[src/design/pump_ctrl_pkg.sv]
// package for the headphone supply pump control block
// assumes a 32-bit avalon-mm slave with word addressing by byte address
`default_nettype none
package pump_ctrl_pkg;
    // ----------------------------------------------------------------
    // register map (printed offsets are indices, byte address is 4x)
    // ----------------------------------------------------------------
    localparam logic [7:0] ENABLE_CTRL_IDX = 8'h4c;
    localparam logic [7:0] DISCHARGE_CTRL_IDX = 8'h4d;
    localparam logic [7:0] TRACKING_CTRL_IDX = 8'h51;
    localparam logic [7:0] VOLUME_CTRL_IDX = 8'h60;
    localparam logic [7:0] PUMP_STATUS_IDX = 8'h61;
    localparam logic [7:0] CLOCK_CTRL_IDX = 8'h62;
    localparam int ADDR_W = 10;
    // ----------------------------------------------------------------
    // field positions and reset values
    // ----------------------------------------------------------------
    localparam int ENABLE_BIT = 15;
    localparam int DISCHARGE_BIT = 15;
    localparam int SOURCE_LSB = 8;
    localparam int TRACK_BIT = 0;
    localparam int LEFT_VOL_LSB = 0;
    localparam int RIGHT_VOL_LSB = 8;
    localparam int VOL_W = 6;
    localparam int LEVEL_W = 16;
    localparam int CLKSRC_BIT = 0;
    localparam int FREERUN_BIT = 1;
    localparam int DIV_LSB = 4;
    localparam int DIV_W = 4;
    localparam logic ENABLE_RST = 1'b0;
    localparam logic DISCHARGE_RST = 1'b1;
    localparam logic TRACK_RST = 1'b0;
    localparam logic [1:0] SOURCE_RST = 2'h0;
    localparam logic [1:0] SRC_FIRST = 2'h0;
    localparam logic [1:0] SRC_SECOND = 2'h2;
    localparam logic [VOL_W-1:0] VOL_RST = 6'h39;
    localparam logic [DIV_W-1:0] DIV_RST = 4'h9;
    // ----------------------------------------------------------------
    // operating point thresholds
    // ----------------------------------------------------------------
    localparam logic [VOL_W-1:0] VOL_MID_TH = 6'h2d;
    localparam logic [VOL_W-1:0] VOL_HIGH_TH = 6'h37;
    localparam logic [LEVEL_W-1:0] LVL_MID_TH = 16'h1000;
    localparam logic [LEVEL_W-1:0] LVL_HIGH_TH = 16'h4000;
    localparam int CLOCK_HZ = 20000000;
    localparam int RDATA_W = 32;

    // operating point of the rails: low, mid, high (one-hot)
    typedef enum logic [2:0] {
        PT_LOW = 3'b001,
        PT_MID = 3'b010,
        PT_HIGH = 3'b100
    } point_t;

    // pump output state
    typedef enum logic [2:0] {
        RAIL_FLOAT = 3'b001,
        RAIL_DISCH = 3'b010,
        RAIL_RUN = 3'b100
    } rail_t;

    // software controls
    typedef struct packed {
        logic enable;
        logic discharge;
        logic track;
        logic [1:0] source;
        logic [VOL_W-1:0] left_vol;
        logic [VOL_W-1:0] right_vol;
        logic clk_source;
        logic free_run;
        logic [DIV_W-1:0] div;
    } ctrl_t;

    // pump output bundle
    typedef struct packed {
        logic pump_clk_en;
        point_t point;
        rail_t rail;
    } pump_out_t;
endpackage : pump_ctrl_pkg
`default_nettype wire

[src/design/headphone_supply_pump_control.sv]
// control logic of the dual-mode headphone supply pump
// assumes an avalon-mm master on i_clk and audio levels synchronous to i_clk
//
// The Avalon-MM slave port is this design's own decision.
`default_nettype none
module headphone_supply_pump_control
    import pump_ctrl_pkg::*;
#(
    parameter int DIV_MAX = 16 // largest supported divide ratio
) (
    input wire logic i_clk, // 20 mhz clock
    input wire logic i_reset_n, // async reset, active low
    input wire logic [ADDR_W-1:0] i_address, // byte address
    input wire logic i_read, // read request
    input wire logic i_write, // write request
    input wire logic [31:0] i_writedata, // write data
    input wire logic [3:0] i_byteenable, // byte lanes
    output logic [31:0] o_readdata, // read data
    output logic o_waitrequest, // stall
    input wire logic i_mclk_present, // master clock present (pin)
    input wire logic i_loop_locked, // loop output valid
    input wire logic [LEVEL_W-1:0] i_first_level, // first port dac level
    input wire logic [LEVEL_W-1:0] i_second_level, // second port dac level
    output var pump_out_t o_pump // pump drive bundle
);
    // ----------------------------------------------------------------
    // elaboration checks
    // ----------------------------------------------------------------
    if (DIV_MAX < 2 || DIV_MAX > 16) begin : g_chk
        $error("DIV_MAX out of range");
    end

    // ----------------------------------------------------------------
    // state
    // ----------------------------------------------------------------
    typedef struct packed {
        ctrl_t ctrl;
        logic ack;
        logic [31:0] rdata;
        logic [1:0] mclk_sync;
        logic [DIV_W-1:0] div_cnt;
        logic pump_tick;
        logic track_live;
        logic [1:0] source_live;
        point_t point;
        rail_t rail;
    } state_t;

    state_t s;
    state_t next_s;
    logic word_ok;
    logic [7:0] index;
    logic [31:0] wmask;
    logic [31:0] ctrl_word;
    logic clock_ok;
    logic [LEVEL_W-1:0] level;
    logic [VOL_W-1:0] vol_max;
    point_t want;

    assign index = i_address[ADDR_W-1:2];
    assign word_ok = (i_address[1:0] == 2'h0);
    assign wmask = {{8{i_byteenable[3]}}, {8{i_byteenable[2]}},
                    {8{i_byteenable[1]}}, {8{i_byteenable[0]}}};

    // ----------------------------------------------------------------
    // next state
    // ----------------------------------------------------------------
    always_comb begin
        next_s = s;
        ctrl_word = 32'h0;
        next_s.ack = 1'b0;
        // bus slave: one wait cycle, then ack
        if ((i_read || i_write) && !s.ack) begin
            next_s.ack = 1'b1;
            next_s.rdata = 32'h0;
            if (word_ok) begin
                case (index)
                    ENABLE_CTRL_IDX: ctrl_word[ENABLE_BIT] = s.ctrl.enable;
                    DISCHARGE_CTRL_IDX: ctrl_word[DISCHARGE_BIT] = s.ctrl.discharge;
                    TRACKING_CTRL_IDX: begin
                        ctrl_word[SOURCE_LSB +: 2] = s.ctrl.source;
                        ctrl_word[TRACK_BIT] = s.ctrl.track;
                    end
                    VOLUME_CTRL_IDX: begin
                        ctrl_word[LEFT_VOL_LSB +: VOL_W] = s.ctrl.left_vol;
                        ctrl_word[RIGHT_VOL_LSB +: VOL_W] = s.ctrl.right_vol;
                    end
                    PUMP_STATUS_IDX: ctrl_word[8:0] = {s.source_live, s.track_live,
                                                       s.point, s.rail};
                    CLOCK_CTRL_IDX: begin
                        ctrl_word[CLKSRC_BIT] = s.ctrl.clk_source;
                        ctrl_word[FREERUN_BIT] = s.ctrl.free_run;
                        ctrl_word[DIV_LSB +: DIV_W] = s.ctrl.div;
                    end
                    default: ctrl_word = 32'h0;
                endcase
                next_s.rdata = ctrl_word;
            end
        end

        // a write lands only at the edge where waitrequest is seen low
        if (i_write && s.ack && word_ok) begin
            case (index)
                ENABLE_CTRL_IDX:
                    if (wmask[ENABLE_BIT]) next_s.ctrl.enable = i_writedata[ENABLE_BIT];
                DISCHARGE_CTRL_IDX:
                    if (wmask[DISCHARGE_BIT]) begin
                        next_s.ctrl.discharge = i_writedata[DISCHARGE_BIT];
                    end
                TRACKING_CTRL_IDX: begin
                    if (wmask[SOURCE_LSB]) begin
                        next_s.ctrl.source = i_writedata[SOURCE_LSB +: 2];
                    end
                    if (wmask[TRACK_BIT]) next_s.ctrl.track = i_writedata[TRACK_BIT];
                end
                VOLUME_CTRL_IDX: begin
                    if (wmask[LEFT_VOL_LSB]) begin
                        next_s.ctrl.left_vol = i_writedata[LEFT_VOL_LSB +: VOL_W];
                    end
                    if (wmask[RIGHT_VOL_LSB]) begin
                        next_s.ctrl.right_vol = i_writedata[RIGHT_VOL_LSB +: VOL_W];
                    end
                end
                CLOCK_CTRL_IDX:
                    if (wmask[0]) begin
                        next_s.ctrl.clk_source = i_writedata[CLKSRC_BIT];
                        next_s.ctrl.free_run = i_writedata[FREERUN_BIT];
                        next_s.ctrl.div = i_writedata[DIV_LSB +: DIV_W];
                    end
                default: next_s.ctrl = s.ctrl;
            endcase
        end

        // master clock presence passes two flops
        next_s.mclk_sync = {s.mclk_sync[0], i_mclk_present};

        // core clock usable: master clock, or loop locked or free running
        clock_ok = s.ctrl.clk_source ? (i_loop_locked || s.ctrl.free_run)
                                     : s.mclk_sync[1];

        // pump clock enable divided from the core clock
        next_s.pump_tick = 1'b0;
        if (s.ctrl.enable && clock_ok) begin
            if (s.div_cnt >= s.ctrl.div) begin
                next_s.div_cnt = '0;
                next_s.pump_tick = 1'b1;
            end else begin
                next_s.div_cnt = s.div_cnt + 1'b1;
            end
        end else begin
            next_s.div_cnt = '0;
        end

        // mode and source latched only on pump ticks
        if (s.pump_tick) begin
            next_s.track_live = s.ctrl.track;
            next_s.source_live = s.ctrl.source;
        end

        // operating point from volumes or from the tracked level
        level = (s.source_live == SRC_SECOND) ? i_second_level : i_first_level;
        if (s.source_live != SRC_FIRST && s.source_live != SRC_SECOND) begin
            level = i_first_level;
        end
        vol_max = (s.ctrl.left_vol > s.ctrl.right_vol) ? s.ctrl.left_vol
                                                        : s.ctrl.right_vol;
        if (s.track_live) begin
            want = (level >= LVL_HIGH_TH) ? PT_HIGH :
                   (level >= LVL_MID_TH) ? PT_MID : PT_LOW;
        end else begin
            want = (vol_max >= VOL_HIGH_TH) ? PT_HIGH :
                   (vol_max >= VOL_MID_TH) ? PT_MID : PT_LOW;
        end
        if (s.pump_tick) begin
            next_s.point = want;
        end

        // rail state
        if (s.ctrl.enable && clock_ok) begin
            next_s.rail = RAIL_RUN;
        end else begin
            next_s.rail = s.ctrl.discharge ? RAIL_DISCH : RAIL_FLOAT;
            next_s.point = PT_LOW;
        end
    end

    // ----------------------------------------------------------------
    // registers
    // ----------------------------------------------------------------
    always_ff @(posedge i_clk or negedge i_reset_n) begin
        if (!i_reset_n) begin
            s.ctrl.enable <= ENABLE_RST;
            s.ctrl.discharge <= DISCHARGE_RST;
            s.ctrl.track <= TRACK_RST;
            s.ctrl.source <= SOURCE_RST;
            s.ctrl.left_vol <= VOL_RST;
            s.ctrl.right_vol <= VOL_RST;
            s.ctrl.clk_source <= 1'b0;
            s.ctrl.free_run <= 1'b0;
            s.ctrl.div <= DIV_RST;
            s.ack <= 1'b0;
            s.rdata <= 32'h0;
            s.mclk_sync <= 2'h0;
            s.div_cnt <= '0;
            s.pump_tick <= 1'b0;
            s.track_live <= TRACK_RST;
            s.source_live <= SOURCE_RST;
            s.point <= PT_LOW;
            s.rail <= RAIL_DISCH;
        end else begin
            s <= next_s;
        end
    end

    // outputs
    assign o_waitrequest = (i_read || i_write) && !s.ack;
    assign o_readdata = s.rdata;
    assign o_pump = '{pump_clk_en: s.pump_tick, point: s.point, rail: s.rail};
endmodule : headphone_supply_pump_control
`default_nettype wire

[config.mk]
export PLATFORM = sky130hd
export DESIGN_NAME = headphone_supply_pump_control
export DESIGN_NICKNAME = d
export VERILOG_FILES = /design/src/design/pump_ctrl_pkg.sv /design/src/design/headphone_supply_pump_control.sv
export SDC_FILE = /design/constraint.sdc
export NUM_CORES = 1
export LEC_CHECK = 0
export BUFFER_PORTS_ARGS = -buffer_cell sky130_fd_sc_hd__clkbuf_2
export CELL_PAD_IN_SITES_DETAIL_PLACEMENT = 1
export CELL_PAD_IN_SITES_GLOBAL_PLACEMENT = 2
export CORE_MARGIN = 8
export CORE_UTILIZATION = 29
export CTS_CLUSTER_DIAMETER = 150
export DETAILED_ROUTE_END_ITERATION = 7
export GPL_TIMING_DRIVEN = 0
export PLACE_DENSITY_LB_ADDON = 0.08
export SLEW_MARGIN = 20
export SYNTH_ARGS = -nofsm -noshare
export SYNTH_HDL_FRONTEND = slang
export SYNTH_SLANG_ARGS = --single-unit
[constraint.sdc]
create_clock -name i_clk -period 2.9 [get_ports i_clk]
set_clock_uncertainty 0.05 [all_clocks]
set_input_delay 0.145 -clock i_clk [delete_from_list [all_inputs] [get_ports i_clk]]
set_output_delay 0.145 -clock i_clk [all_outputs]
set_load 0.01 [all_outputs]
==> metrics.md, run 1 <==
| Metric | Value |
|---|---|
| # fillers | `1203` |
| Worst-Skew Late Latency | `0.31 ns` |
| Die Ht | `118.7 µm` |
| Hold path startpoint | `i_writedata[2]` |
| Worst Path Max Fanout | `6` |
| DR iter-0 viols | `62` |
| RSZ-0062 raised after global routing | `false` |
| Crit share post-route | `82.34%` |
| Mux cell area share after synthesis | `11.16%` |
| HPWL Detailed | `6785 µm` |
| Post-Synth Simple-Gate Area | `13.29%` |
| Routability cong. | `0.7703` |
| CP endpoint kind | `register` |
| Yosys warnings | `0` |
| Area share of fa/ha/maj cells after synthesis | `4.497%` |
| Register bit total from synthesis | `55` |
| Worst-case clock buffer depth | `2` |
| Slew Limit Headroom | `54.16%` |
| Status | `complete, no violations` |
| Startpoint types | `register` |
| DR DRC count | `0` |
| ANT cells | `0` |
| Mapped Area | `3060 µm²` |
| Leakage | `1.888 nW` |
| Nets | `477` |
| Number of enable flip-flop cells after synthesis | `0` |
| First-pass iteration count of the detailed router | `4` |
| Setup violators final | `0` |
| # clock sinks | `55` |
| Share of cells above drive strength 1 | `41.51%` |
| Pwr Total | `1.452 mW` |
| CTS Root Cell | `clkbuf_8` |
| Post-CTS Resized | `0` |
| Sequential-to-total area share from yosys stat | `45.50%` |
| DRT antenna net count | `0` |
| Setup bufs post-CTS | `0` |
| Fin. max-slew vios | `0` |
| Hold Path Class | `primary input to register` |
| Core area | `10280 µm²` |
| Synth Flop Type | `dfrtp_1` |
| Largest net degree at the start of global routing | `45` |
| Initial Utilization | `29.78%` |
| CTS tree | `yes` |
| Compound-Gate Fraction of Synth Area | `12.22%` |
| Htree depth | `2` |
| Initial antenna violation count | `0` |
| Tmin final | `2.388 ns` |
| IO buf count | `63` |
| Worst r2r src | `s[60]$_DFFE_PN1P_` |
| Routed wire per std cell | `15.95 µm` |
| Post-route setup TNS | `0 ns` |
| Setup Crit Path Kind | `register to register` |
| Synth cell types | `52` |
| Horiz. Die Dim | `118.7 µm` |
| Final Hold Viols | `0` |
| Crit path launch | `s[60]$_DFFE_PN1P_` |
| Mapped Cells | `290` |
| PD cells | `381.8 nW/µm²` |
| R2R Setup Slk | `0.51 ns` |
| GRT Total Usage | `12.18%` |
| Largest family of logic cells by synthesized area | `simple AND/OR/NAND/NOR gates` |
| Synth Area in XOR/XNOR | `0.5724%` |
| Avg Inst Size Synth | `10.55 µm²` |
| CTS Buf Count | `5` |
| Via-to-Cell Ratio | `4.565` |
| Area added between synthesis and finish | `24.28%` |
| VDD IR max | `0.0001944 V` |
| Post-Route WL | `8280 µm` |
| DIE AREA | `14100 µm²` |
| Maxcap violations | `0` |
| Crit path required time | `3.07 ns` |
| Least-Margin Pin Slew | `0.6877 ns` |
| Number of cell rows | `37` |
| Vias in the first global route | `2647` |
| Num ports | `124` |
| First-pass GRT wire length | `13970 µm` |
| Worst EP arrival | `2.56 ns` |
| F_max | `418.8 MHz` |
| Worst-path clk slew | `0.10 ns` |
| Remaining Overflow, GRT | `0` |
| FFs w/ async S/R, synth | `100.0%` |
| DR vias | `2369` |
-- cells in the mapped netlist, types with 3 or more instances --
master,instances,area share (%)
mux2_2,25,9.2
a21oi_1,8,1.3
a21o_1,3,0.74
buf_4,40,9.8
ha_1,11,4.5
a22oi_1,3,0.74
nor2b_1,3,0.61
a31oi_1,4,0.82
nand3_1,6,0.98
dfstp_2,13,11
mux2i_1,6,2.0
nand4_1,7,1.4
nor2_1,18,2.2
inv_1,17,2.1
dfrtp_1,42,34
nand2_1,19,2.3
a22o_1,6,1.7
o21ai_0,15,2.5
-- flip-flops by register name, indices dropped and copies added, names as in the netlist --
register,flops
next_s,1
o_pump,7
o_readdata,15
s,32
-- logic make-up (layout without fill, tap and decap cells) --
| family | Yosys count | in the layout |
|---|---|---|
| xor gates and xnor gates | 2 | 2 |
| DFF | 55 | 55 |
| adders and majority gates | 11 | 11 |
| AOI/OAI and AO/OA | 55 | 55 |
| and+or+nand+nor | 74 | 74 |
| muxes | 31 | 31 |
| other | 1 | 17 |
| buffers and inverters | 61 | 138 |
-- placed cells by master (no fill, tap or decap), types with 2 or more instances in the layout --
| master | n |
|---|---|
| dlygate4sd3_1 | 5 |
| inv_1 | 17 |
| nor4_1 | 2 |
| clkbuf_2 | 62 |
| buf_4 | 40 |
| o211a_1 | 2 |
| o21ai_0 | 15 |
| mux2i_1 | 6 |
| a21o_1 | 3 |
| nor3_1 | 2 |
| a22o_1 | 6 |
| nor2_4 | 2 |
| nor2b_1 | 3 |
| a31oi_1 | 4 |
| nor2_1 | 18 |
| clkbuf_8 | 6 |
| nand3_1 | 6 |
| and4_1 | 2 |
| nand2_1 | 19 |
| dfstp_2 | 13 |
| and2_1 | 2 |
| or4b_1 | 2 |
| ha_1 | 11 |
| a21oi_1 | 8 |
| o211ai_1 | 2 |
| conb_1 | 17 |
| dfrtp_1 | 42 |
| a22oi_1 | 3 |
| mux2_2 | 25 |
| nand4_1 | 7 |
| clkbuf_1 | 2 |
| a211oi_1 | 2 |
-- power breakdown --
part	internal [mW]	switching, mW
clock	0.280	0.263
sequential	0.773	0.00318
combinational	0.0583	0.0750
-- timing repair --
action / 4_1_cts / 5_1_grt
endpoints found under the hold margin: 50 / 0
setup endpoints to repair: 0 / 0
hold buffers: 5 / 0
-- critical path, stage by stage (launching register included) --
cell and delay [ns]:
dfstp_2 0.58, inv_1 0.07, ha_1 0.36, and4_1 0.27
o21a_1 0.13, o311ai_0 0.43, nand3_1 0.12, o32ai_1 0.28
-- path summary, 6_finish.rpt --
| kind | depth (start not counted) | to |
|---|---|---|
| setup / recovery | 7 | o_pump[4]$_DFFE_PN0P_ |
| hold / removal | 2 | s[63]$_DFFE_PN0P_ |
| hold reg to reg | 0 | s[15]$_DFF_PN0_ |
| setup reg to reg | 7 | o_pump[4]$_DFFE_PN0P_ |
| min in group asynchronous | 2 | s[11]$_DFF_PN0_ |
| max in group asynchronous | 3 | s[60]$_DFFE_PN1P_ |
-- metal layers --
metal / global-route usage, % / wire length, µm
met5: 0 / 0
met4: 3.083 / 87
met3: 3.427 / 502
met2: 19.29 / 3692
met1: 15.99 / 3998
-- through the flow --
step | util [%] | hold slack, ns | instance area [µm²] | setup slack (ns) | std cells
floorplan | - | -0.2006 | 3120 | 0.7415 | 306
global placement | 35.09 | 0.2072 | 3606 | 0.5257 | 505
detailed placement | 35.38 | -0.009885 | 3636 | 0.5056 | 506
CTS | 37.01 | 0.002703 | 3804 | 0.4819 | 519
global route | 37.01 | 0.002497 | 3804 | 0.2895 | 519
finish | 37.01 | 0.008654 | 3804 | 0.5122 | 519
-- cell type report --
type,instances,area (µm²),share of cell area [%]
Multi-Input combinational cell,190,1341,35.26
Clock buffer,6,82.58,2.171
Timing Repair Buffer,69,395.4,10.39
Clock inverter,2,35.03,0.9211
Inverter,17,63.81,1.678
Sequential cell,55,1393,36.61
Tap cell,136,170.2,4.474
Buffer,44,322.8,8.487
No activity file was read; power rests on OpenSTA's default activity.
==> run 2: changes to the inputs <==
CORE_UTILIZATION = 26   (was 29)
clock period = 2 ns   (was 2.9 ns; I/O delays follow)
==> metrics.md, run 2 (synthesized netlist as in run 1, its figures left out) <==
| Metric | Value |
|---|---|
| Status | `complete, no violations (unchanged)` |
| Initial antenna violation count | `0 (unchanged)` |
| GRT Total Usage | `11.53% (was 12.18%)` |
| Most common cell after layout, fill and taps aside | `clkbuf_2 (unchanged)` |
| First-pass GRT wire length | `14630 µm (was 13970 µm)` |
| Critical Path Max Stage Delay | `0.56 ns (was 0.58 ns)` |
| DR vias | `2412 (was 2369)` |
| Cell Chain, Critical Path | `inv_2 > ha_4 > a21o_1 > and3_4 > o311ai_4 > nand3_1 > o32ai_2 (was inv_1 > ha_1 > and4_1 > o21a_1 > o311ai_0 > nand3_1 > o32ai_1)` |
| Horiz. Die Dim | `124.5 µm (was 118.7 µm)` |
| F_max | `504.2 MHz (was 418.8 MHz)` |
| Share of cells above drive strength 1 | `45.57% (was 41.51%)` |
| Maxcap violations | `0 (unchanged)` |
| Final Hold Viols | `0 (unchanged)` |
| Routed wire per std cell | `16.39 µm (was 15.95 µm)` |
| Flop pwr share | `45.6% (was 53.4%)` |
| First-pass iteration count of the detailed router | `4 (unchanged)` |
| Worst EP arrival | `2.13 ns (was 2.56 ns)` |
| Worst-case clock buffer depth | `2 (unchanged)` |
| VDD IR max | `0.0003455 V (was 0.0001944 V)` |
| Worst Path Max Fanout | `3 (was 6)` |
| Vias in the first global route | `2674 (was 2647)` |
| Fin. max-slew vios | `0 (unchanged)` |
| DR DRC count | `0 (unchanged)` |
| Setup Crit Path Kind | `register to register (unchanged)` |
| Nets | `489 (was 477)` |
| Int Pwr | `1.934 mW (was 1.111 mW)` |
| Largest register FFs | `32 (unchanged)` |
| Crit path required time | `2.15 ns (was 3.07 ns)` |
| Largest register by flop count | `s (unchanged)` |
| CP endpoint kind | `register (unchanged)` |
| Startpoint types | `register (unchanged)` |
| CP bufs+invs | `1 (unchanged)` |
| Area added between synthesis and finish | `33.77% (was 24.28%)` |
| Clock power share | `46.0% (was 37.4%)` |
| Post-Route WL | `8816 µm (was 8280 µm)` |
| Initial Utilization | `26.69% (was 29.78%)` |
| Slowest-stage cell, CP | `dfstp_2 (unchanged)` |
| Family with the most delay on the worst path | `compound AO/OA/AOI/OAI gates (unchanged)` |
| Least-Margin Pin Slew | `0.6494 ns (was 0.6877 ns)` |
| Leakage | `1.986 nW (was 1.888 nW)` |
| Critical path depth | `7 (unchanged)` |
| Reg2reg path depth | `7 (unchanged)` |
| Number of cell rows | `39 (was 37)` |
| RSZ-0062 raised after global routing | `true (was false)` |
| # fillers | `1323 (was 1203)` |
| Slew Limit Headroom | `56.52% (was 54.16%)` |
| Sw Ratio | `21.69% (was 23.48%)` |
| Hold Path Class | `primary input to register (unchanged)` |
| Remaining Overflow, GRT | `0 (unchanged)` |
| DRT antenna net count | `0 (unchanged)` |
| Worst-path clk slew | `0.07 ns (was 0.10 ns)` |
| Die Ht | `124.5 µm (was 118.7 µm)` |
| CTS tree | `yes (unchanged)` |
| Crit share post-route | `99.17% (was 82.34%)` |
| # clock sinks | `55 (unchanged)` |
| Largest net degree at the start of global routing | `43 (was 45)` |
| CTS Buf Count | `5 (unchanged)` |
| Routability cong. | `0.7403 (was 0.7703)` |
| Final Worst Setup Slack | `0.01657 ns (was 0.5122 ns)` |
| PD cells | `603.2 nW/µm² (was 381.8 nW/µm²)` |
| Dpl ws | `-0.2182 ns (was 0.5056 ns)` |
| Tmin final | `1.983 ns (was 2.388 ns)` |
| Via-to-Cell Ratio | `4.483 (was 4.565)` |
| Psw | `0.5355 mW (was 0.3409 mW)` |
| Core area | `11470 µm² (was 10280 µm²)` |
| Most frequent cells in the layout | `clkbuf_2, buf_4, dfrtp_1 (was clkbuf_2, dfrtp_1, buf_4)` |
| Hold path depth | `2 (unchanged)` |
| DR iter-0 viols | `75 (was 62)` |
| Post-layout util | `35.70% (was 37.01%)` |
| Comb pwr share | `8.4% (was 9.2%)` |
| HPWL Detailed | `6998 µm (was 6785 µm)` |
| Setup violators final | `0 (unchanged)` |
| CTS Root Cell | `clkbuf_16 (was clkbuf_8)` |
| IO buf count | `63 (unchanged)` |
| Htree depth | `2 (unchanged)` |
| DIE AREA | `15500 µm² (was 14100 µm²)` |
| Worst-Skew Late Latency | `0.30 ns (was 0.31 ns)` |
| ANT cells | `0 (unchanged)` |
| Num ports | `124 (unchanged)` |
==> run 2: power groups by stage <==
stage / sequential [mW] / combinational, mW / clock, mW
after detailed placement: 1.15 / 0.187 / 0
after global routing: 1.13 / 0.233 / 1.21
after CTS: 1.13 / 0.210 / 1.17
after global placement: 1.15 / 0.180 / 0
after floorplan: 1.14 / 0.0902 / 0
final: 1.12 / 0.208 / 1.14
==> run 2: worst reg2reg max path: stages (launching register included) <==
cell and delay [ns]:
dfstp_2 0.56, inv_2 0.06, ha_4 0.24, a21o_1 0.17, and3_4 0.17, o311ai_4 0.30
nand3_1 0.13, o32ai_2 0.21
==> run 2: stage by stage <==
stage / cells / hold slack, ns / power (mW) / instance area [µm²] / TNS (ns)
floorplan: 306 / -0.2456 / 1.235 / 3141 / 0
global route: 538 / 0.007149 / 2.566 / 4094 / -0.1431
global placement: 512 / 0.1631 / 1.326 / 3635 / -0.4492
CTS: 536 / 0.006026 / 2.500 / 4065 / 0
detailed placement: 513 / -0.04210 / 1.333 / 3657 / -0.4662
finish: 538 / 0.008140 / 2.469 / 4094 / 0
==> run 2: layout make-up <==
class                   instances  area [µm²]  area share [%]
multi-input cells             190        1453           35.48
well taps                     143       178.9           4.370
plain buffers                  44       322.8           7.885
clock buffers                   6       128.9           3.148
repair buffers                 81       493.0           12.04
flip-flops and latches         55        1394           34.05
clock inverters                 2       60.06           1.467
inverters                      17       63.81           1.559
==> run 2: layer usage <==
metal / vias to the layer above / track usage, % / wire length, µm
li1: 1184 / - / -
met1: 1168 / 15.09 / 4255
met2: 53 / 18.77 / 4102
met3: 7 / 2.468 / 346
met4: 0 / 2.977 / 111
met5: - / 0 / 0
==> run 2: path summary, 6_finish.rpt <==
path	from	slack, ns	endpoint
min in group asynchronous	i_reset_n	0.18	s[13]$_DFF_PN0_
setup reg to reg	s[58]$_DFFE_PN1P_	0.02	o_pump[4]$_DFFE_PN0P_
max in group asynchronous	i_reset_n	1.16	s[58]$_DFFE_PN1P_
hold reg to reg	next_s[15]$_DFF_PN0_	0.31	s[15]$_DFF_PN0_
setup / recovery	s[58]$_DFFE_PN1P_	0.02	o_pump[4]$_DFFE_PN0P_
hold / removal	i_writedata[11]	0.008	s[58]$_DFFE_PN1P_
==> run 2: repair_timing <==
item | 4_1_cts | 5_1_grt
gates resized for setup | 14 | 3
setup endpoints to repair | 3 | 3
hold buffers | 11 | 0
pin swaps | 7 | 3
gates cloned | 0 | 0
buffers inserted | 4 | 2
hold endpoints to repair | 58 | 0
==> run 3: changes to the inputs <==
ABC_AREA = 1   (was not set)
CORE_UTILIZATION = 25   (was 26)
==> metrics.md, run 3 <==
| Metric | Value |
|---|---|
| CTS tree | `yes (unchanged)` |
| Register area | `1393 µm² (was 1394 µm²)` |
| DR iter-0 viols | `87 (was 75)` |
| ANT cells | `0 (unchanged)` |
| Cell Chain, Critical Path | `clkinvlp_4 > ha_4 > nand2_4 > nor2_4 > nand3_4 > nand2_4 > nand2_2 > nand2_2 > nand2_1 > nor2_1 > nand2_2 > nand2_1 > nand2_1 > nand2_1 (was inv_2 > ha_4 > a21o_1 > and3_4 > o311ai_4 > nand3_1 > o32ai_2)` |
| Mapped Area | `3258 µm² (was 3060 µm²)` |
| # clock sinks | `55 (unchanged)` |
| Startpoint types | `register (unchanged)` |
| Hold Path Class | `primary input to register (unchanged)` |
| Crit path launch | `s[60]$_DFFE_PN1P_ (was s[58]$_DFFE_PN1P_)` |
| Routability cong. | `0.7464 (was 0.7403)` |
| Slowest-stage cell, CP | `dfstp_2 (unchanged)` |
| FFs w/ async S/R, synth | `100.0% (unchanged)` |
| GRT Total Usage | `12.20% (was 11.53%)` |
| Avg Inst Size Synth | `8.376 µm² (was 10.55 µm²)` |
| Number of enable flip-flop cells after synthesis | `0 (unchanged)` |
| Crit path required time | `2.19 ns (was 2.15 ns)` |
| RSZ-0062 raised after global routing | `true (unchanged)` |
| Die Ht | `130.2 µm (was 124.5 µm)` |
| Share of cells above drive strength 1 | `38.63% (was 45.57%)` |
| Final Hold Viols | `0 (unchanged)` |
| Post-Layout Cell Count | `669 (was 538)` |
| F_max | `442.0 MHz (was 504.2 MHz)` |
| Worst-case clock buffer depth | `2 (unchanged)` |
| Leading area contributor after synthesis | `dfrtp_1 (unchanged)` |
| First-pass iteration count of the detailed router | `4 (unchanged)` |
| Multi-input gate area | `1529 µm² (was 1453 µm²)` |
| Remaining Overflow, GRT | `0 (unchanged)` |
| Worst-Skew Late Latency | `0.30 ns (about the same)` |
| Core area | `12670 µm² (was 11470 µm²)` |
| Yosys top cell area share | `32.26% (was 34.34%)` |
| DR DRC count | `0 (unchanged)` |
| Nets | `591 (was 489)` |
| Mapped Cells | `389 (was 290)` |
| Synth cell types | `39 (was 52)` |
| Family with the most delay on the worst path | `simple AND/OR/NAND/NOR gates (was compound AO/OA/AOI/OAI gates)` |
| Largest register by flop count | `s (unchanged)` |
| CTS Buf Count | `5 (unchanged)` |
| Worst-path clk slew | `0.07 ns (about the same)` |
| Largest net degree at the start of global routing | `33 (was 43)` |
| CP endpoint kind | `register (unchanged)` |
| Most frequent cells in the layout | `nand2_1, clkbuf_2, inv_1, buf_4, dfrtp_1 (was clkbuf_2, buf_4, dfrtp_1)` |
| DIE AREA | `16940 µm² (was 15500 µm²)` |
| Setup violators final | `3 (was 0)` |
| Hold path startpoint | `i_writedata[4] (was i_writedata[11])` |
| WHS Endpoint | `s[49]$_DFFE_PN1P_ (was s[58]$_DFFE_PN1P_)` |
| Number of cell rows | `41 (was 39)` |
| Status | `finished with violations (was complete, no violations)` |
| Htree depth | `2 (unchanged)` |
| Crit share post-route | `113.1% (was 99.17%)` |
| CTS Root Cell | `clkbuf_16 (unchanged)` |
| Failing checks | `setup timing` |
| Most common cell after layout, fill and taps aside | `nand2_1 (was clkbuf_2)` |
| First-pass GRT wire length | `16020 µm (was 14630 µm)` |
| Initial antenna violation count | `0 (unchanged)` |
| Final Worst Setup Slack | `-0.2622 ns (was 0.01657 ns)` |
| Reg2reg path depth | `14 (was 7)` |
| R2R Setup Slk | `-0.26 ns (was 0.02 ns)` |
| Worst Path Max Fanout | `7 (was 3)` |
| DR vias | `2821 (was 2412)` |
| Max Used Layer | `met4 (unchanged)` |
| Top cells by count, synth | `nand2_1, inv_1, dfrtp_1 (was dfrtp_1, buf_4, mux2_2)` |
| Worst r2r src | `s[60]$_DFFE_PN1P_ (was s[58]$_DFFE_PN1P_)` |
| Num ports | `124 (unchanged)` |
| Post-Route WL | `9949 µm (was 8816 µm)` |
| Horiz. Die Dim | `130.2 µm (was 124.5 µm)` |
| Met2 wire len | `4681 µm (was 4102 µm)` |
| IO buf count | `63 (unchanged)` |
| Critical Path Max Stage Delay | `0.55 ns (was 0.56 ns)` |
| R2r endpoint | `o_pump[5]$_DFFE_PN0P_ (was o_pump[4]$_DFFE_PN0P_)` |
| DRT antenna net count | `0 (unchanged)` |
| Tmin final | `2.262 ns (was 1.983 ns)` |
| Via-to-Cell Ratio | `4.217 (was 4.483)` |
| Main area contributors after synthesis | `dfrtp_1, dfstp_2, nand2_1, buf_4, inv_1 (was dfrtp_1, dfstp_2, buf_4, mux2_2, ha_1)` |
| Placed cell count | `641 (was 513)` |
| HPWL Detailed | `7764 µm (was 6998 µm)` |
| Hold path depth | `3 (was 2)` |
| Fin. max-slew vios | `0 (unchanged)` |
| Routed wire per std cell | `14.87 µm (was 16.39 µm)` |
| M1 wire length | `4687 µm (was 4255 µm)` |
| CP dominant cell by count | `nand2_1` |
| # fillers | `1561 (was 1323)` |
| PD cells | `543.9 nW/µm² (was 603.2 nW/µm²)` |
| Most numerous cell in the Yosys netlist | `nand2_1 (was dfrtp_1)` |
| Maxcap violations | `0 (unchanged)` |
| Yosys warnings | `0 (unchanged)` |
| Hold WS | `0.007676 ns (was 0.008140 ns)` |
| Dpl ws | `-0.4037 ns (was -0.2182 ns)` |
| Area added between synthesis and finish | `33.45% (was 33.77%)` |
| Initial Utilization | `25.71% (was 26.69%)` |
| Largest register FFs | `32 (unchanged)` |
| Synth Flop Type | `dfrtp_1 (unchanged)` |
| Metal3 WL | `459 µm (was 346 µm)` |
| VDD IR max | `0.0003843 V (was 0.0003455 V)` |
| Worst EP arrival | `2.45 ns (was 2.13 ns)` |
| Leakage | `2.262 nW (was 1.986 nW)` |
| CP bufs+invs | `1 (unchanged)` |
| Sequential-to-total area share from yosys stat | `42.74% (was 45.50%)` |
| Setup Crit Path Kind | `register to register (unchanged)` |
| Register bit total from synthesis | `55 (unchanged)` |
| Vias in the first global route | `3020 (was 2674)` |
-- run 3: kinds of logic (layout without fill, tap and decap cells) --
kind of cell / count (synthesis) / count (layout) / share of synthesized area (%)
compound gates: 63 / 63 / 12.56
xor+xnor: 2 / 2 / 0.5377
fa+ha+maj: 11 / 11 / 4.224
buf+inv: 97 / 187 / 16.40
flops: 55 / 55 / 42.74
other cells: 1 / 17 / 0.1151
simple gates: 160 / 162 / 23.43
-- run 3: cell type report --
class | instances | share of cell area, %
buffer | 44 | 7.683
clock buffer | 6 | 2.964
clock inverter | 2 | 0.8633
timing repair buffer | 82 | 11.65
tap | 172 | 4.950
multi-input combinational | 255 | 35.17
sequential | 55 | 32.03
inverter | 53 | 4.691
-- run 3: stage by stage --
step / total power [mW] / setup TNS [ns] / util, % / instance area (µm²)
2_1_floorplan: 1.239 / 0 / - / 3326
3_3_place_gp: 1.330 / -1.063 / 30.43 / 3856
3_5_place_dp: 1.337 / -1.093 / 30.61 / 3879
4_1_cts: 2.403 / -0.5295 / 33.69 / 4269
5_1_grt: 2.461 / -1.066 / 34.31 / 4348
6_report: 2.365 / -0.7302 / 34.31 / 4348
-- run 3: repair_timing --
action,in CTS,in global routing
pin swaps,6,10
setup buffers,2,4
setup endpoints to repair,3,3
gates resized for setup,16,15
gates cloned,2,0
hold endpoints to repair,34,0
hold buffers,12,0
-- run 3: per-layer routing --
metal,track usage (%),vias up
li1,-,1417
met1,15.86,1338
met2,20.08,56
met3,2.611,10
met4,3.142,0
met5,0,-
-- run 3: report_power, final --
group          total (mW)  internal, mW  switching (mW)  leakage, nW
Combinational       0.210        0.0896           0.120         1.49
Clock                1.03         0.593           0.437       0.0771
Sequential           1.12          1.12         0.00409        0.695
-- run 3: worst max-delay path by stage --
stage	endpoint	slack, ns	cells past startpoint
6_report	o_pump[5]$_DFFE_PN0P_	-0.26	14
5_1_grt	o_pump[4]$_DFFE_PN0P_	-0.38	15
4_1_cts	o_pump[4]$_DFFE_PN0P_	-0.20	14
3_5_place_dp	o_pump[4]$_DFFE_PN0P_	-0.40	13
3_3_place_gp	o_pump[4]$_DFFE_PN0P_	-0.40	13
2_1_floorplan	o_pump[4]$_DFFE_PN0P_	0.005	12
-- run 3: worst register-to-register path, stage by stage, from the launching register on --
cell        delay [ns]
dfstp_2           0.55
clkinvlp_4        0.14
ha_4              0.33
nand2_4           0.06
nor2_4            0.17
nand3_4           0.15
nand2_4           0.14
nand2_2           0.07
nand2_2           0.10
nand2_1           0.06
nor2_1            0.13
nand2_2           0.08
nand2_1           0.06
nand2_1           0.05
nand2_1           0.05
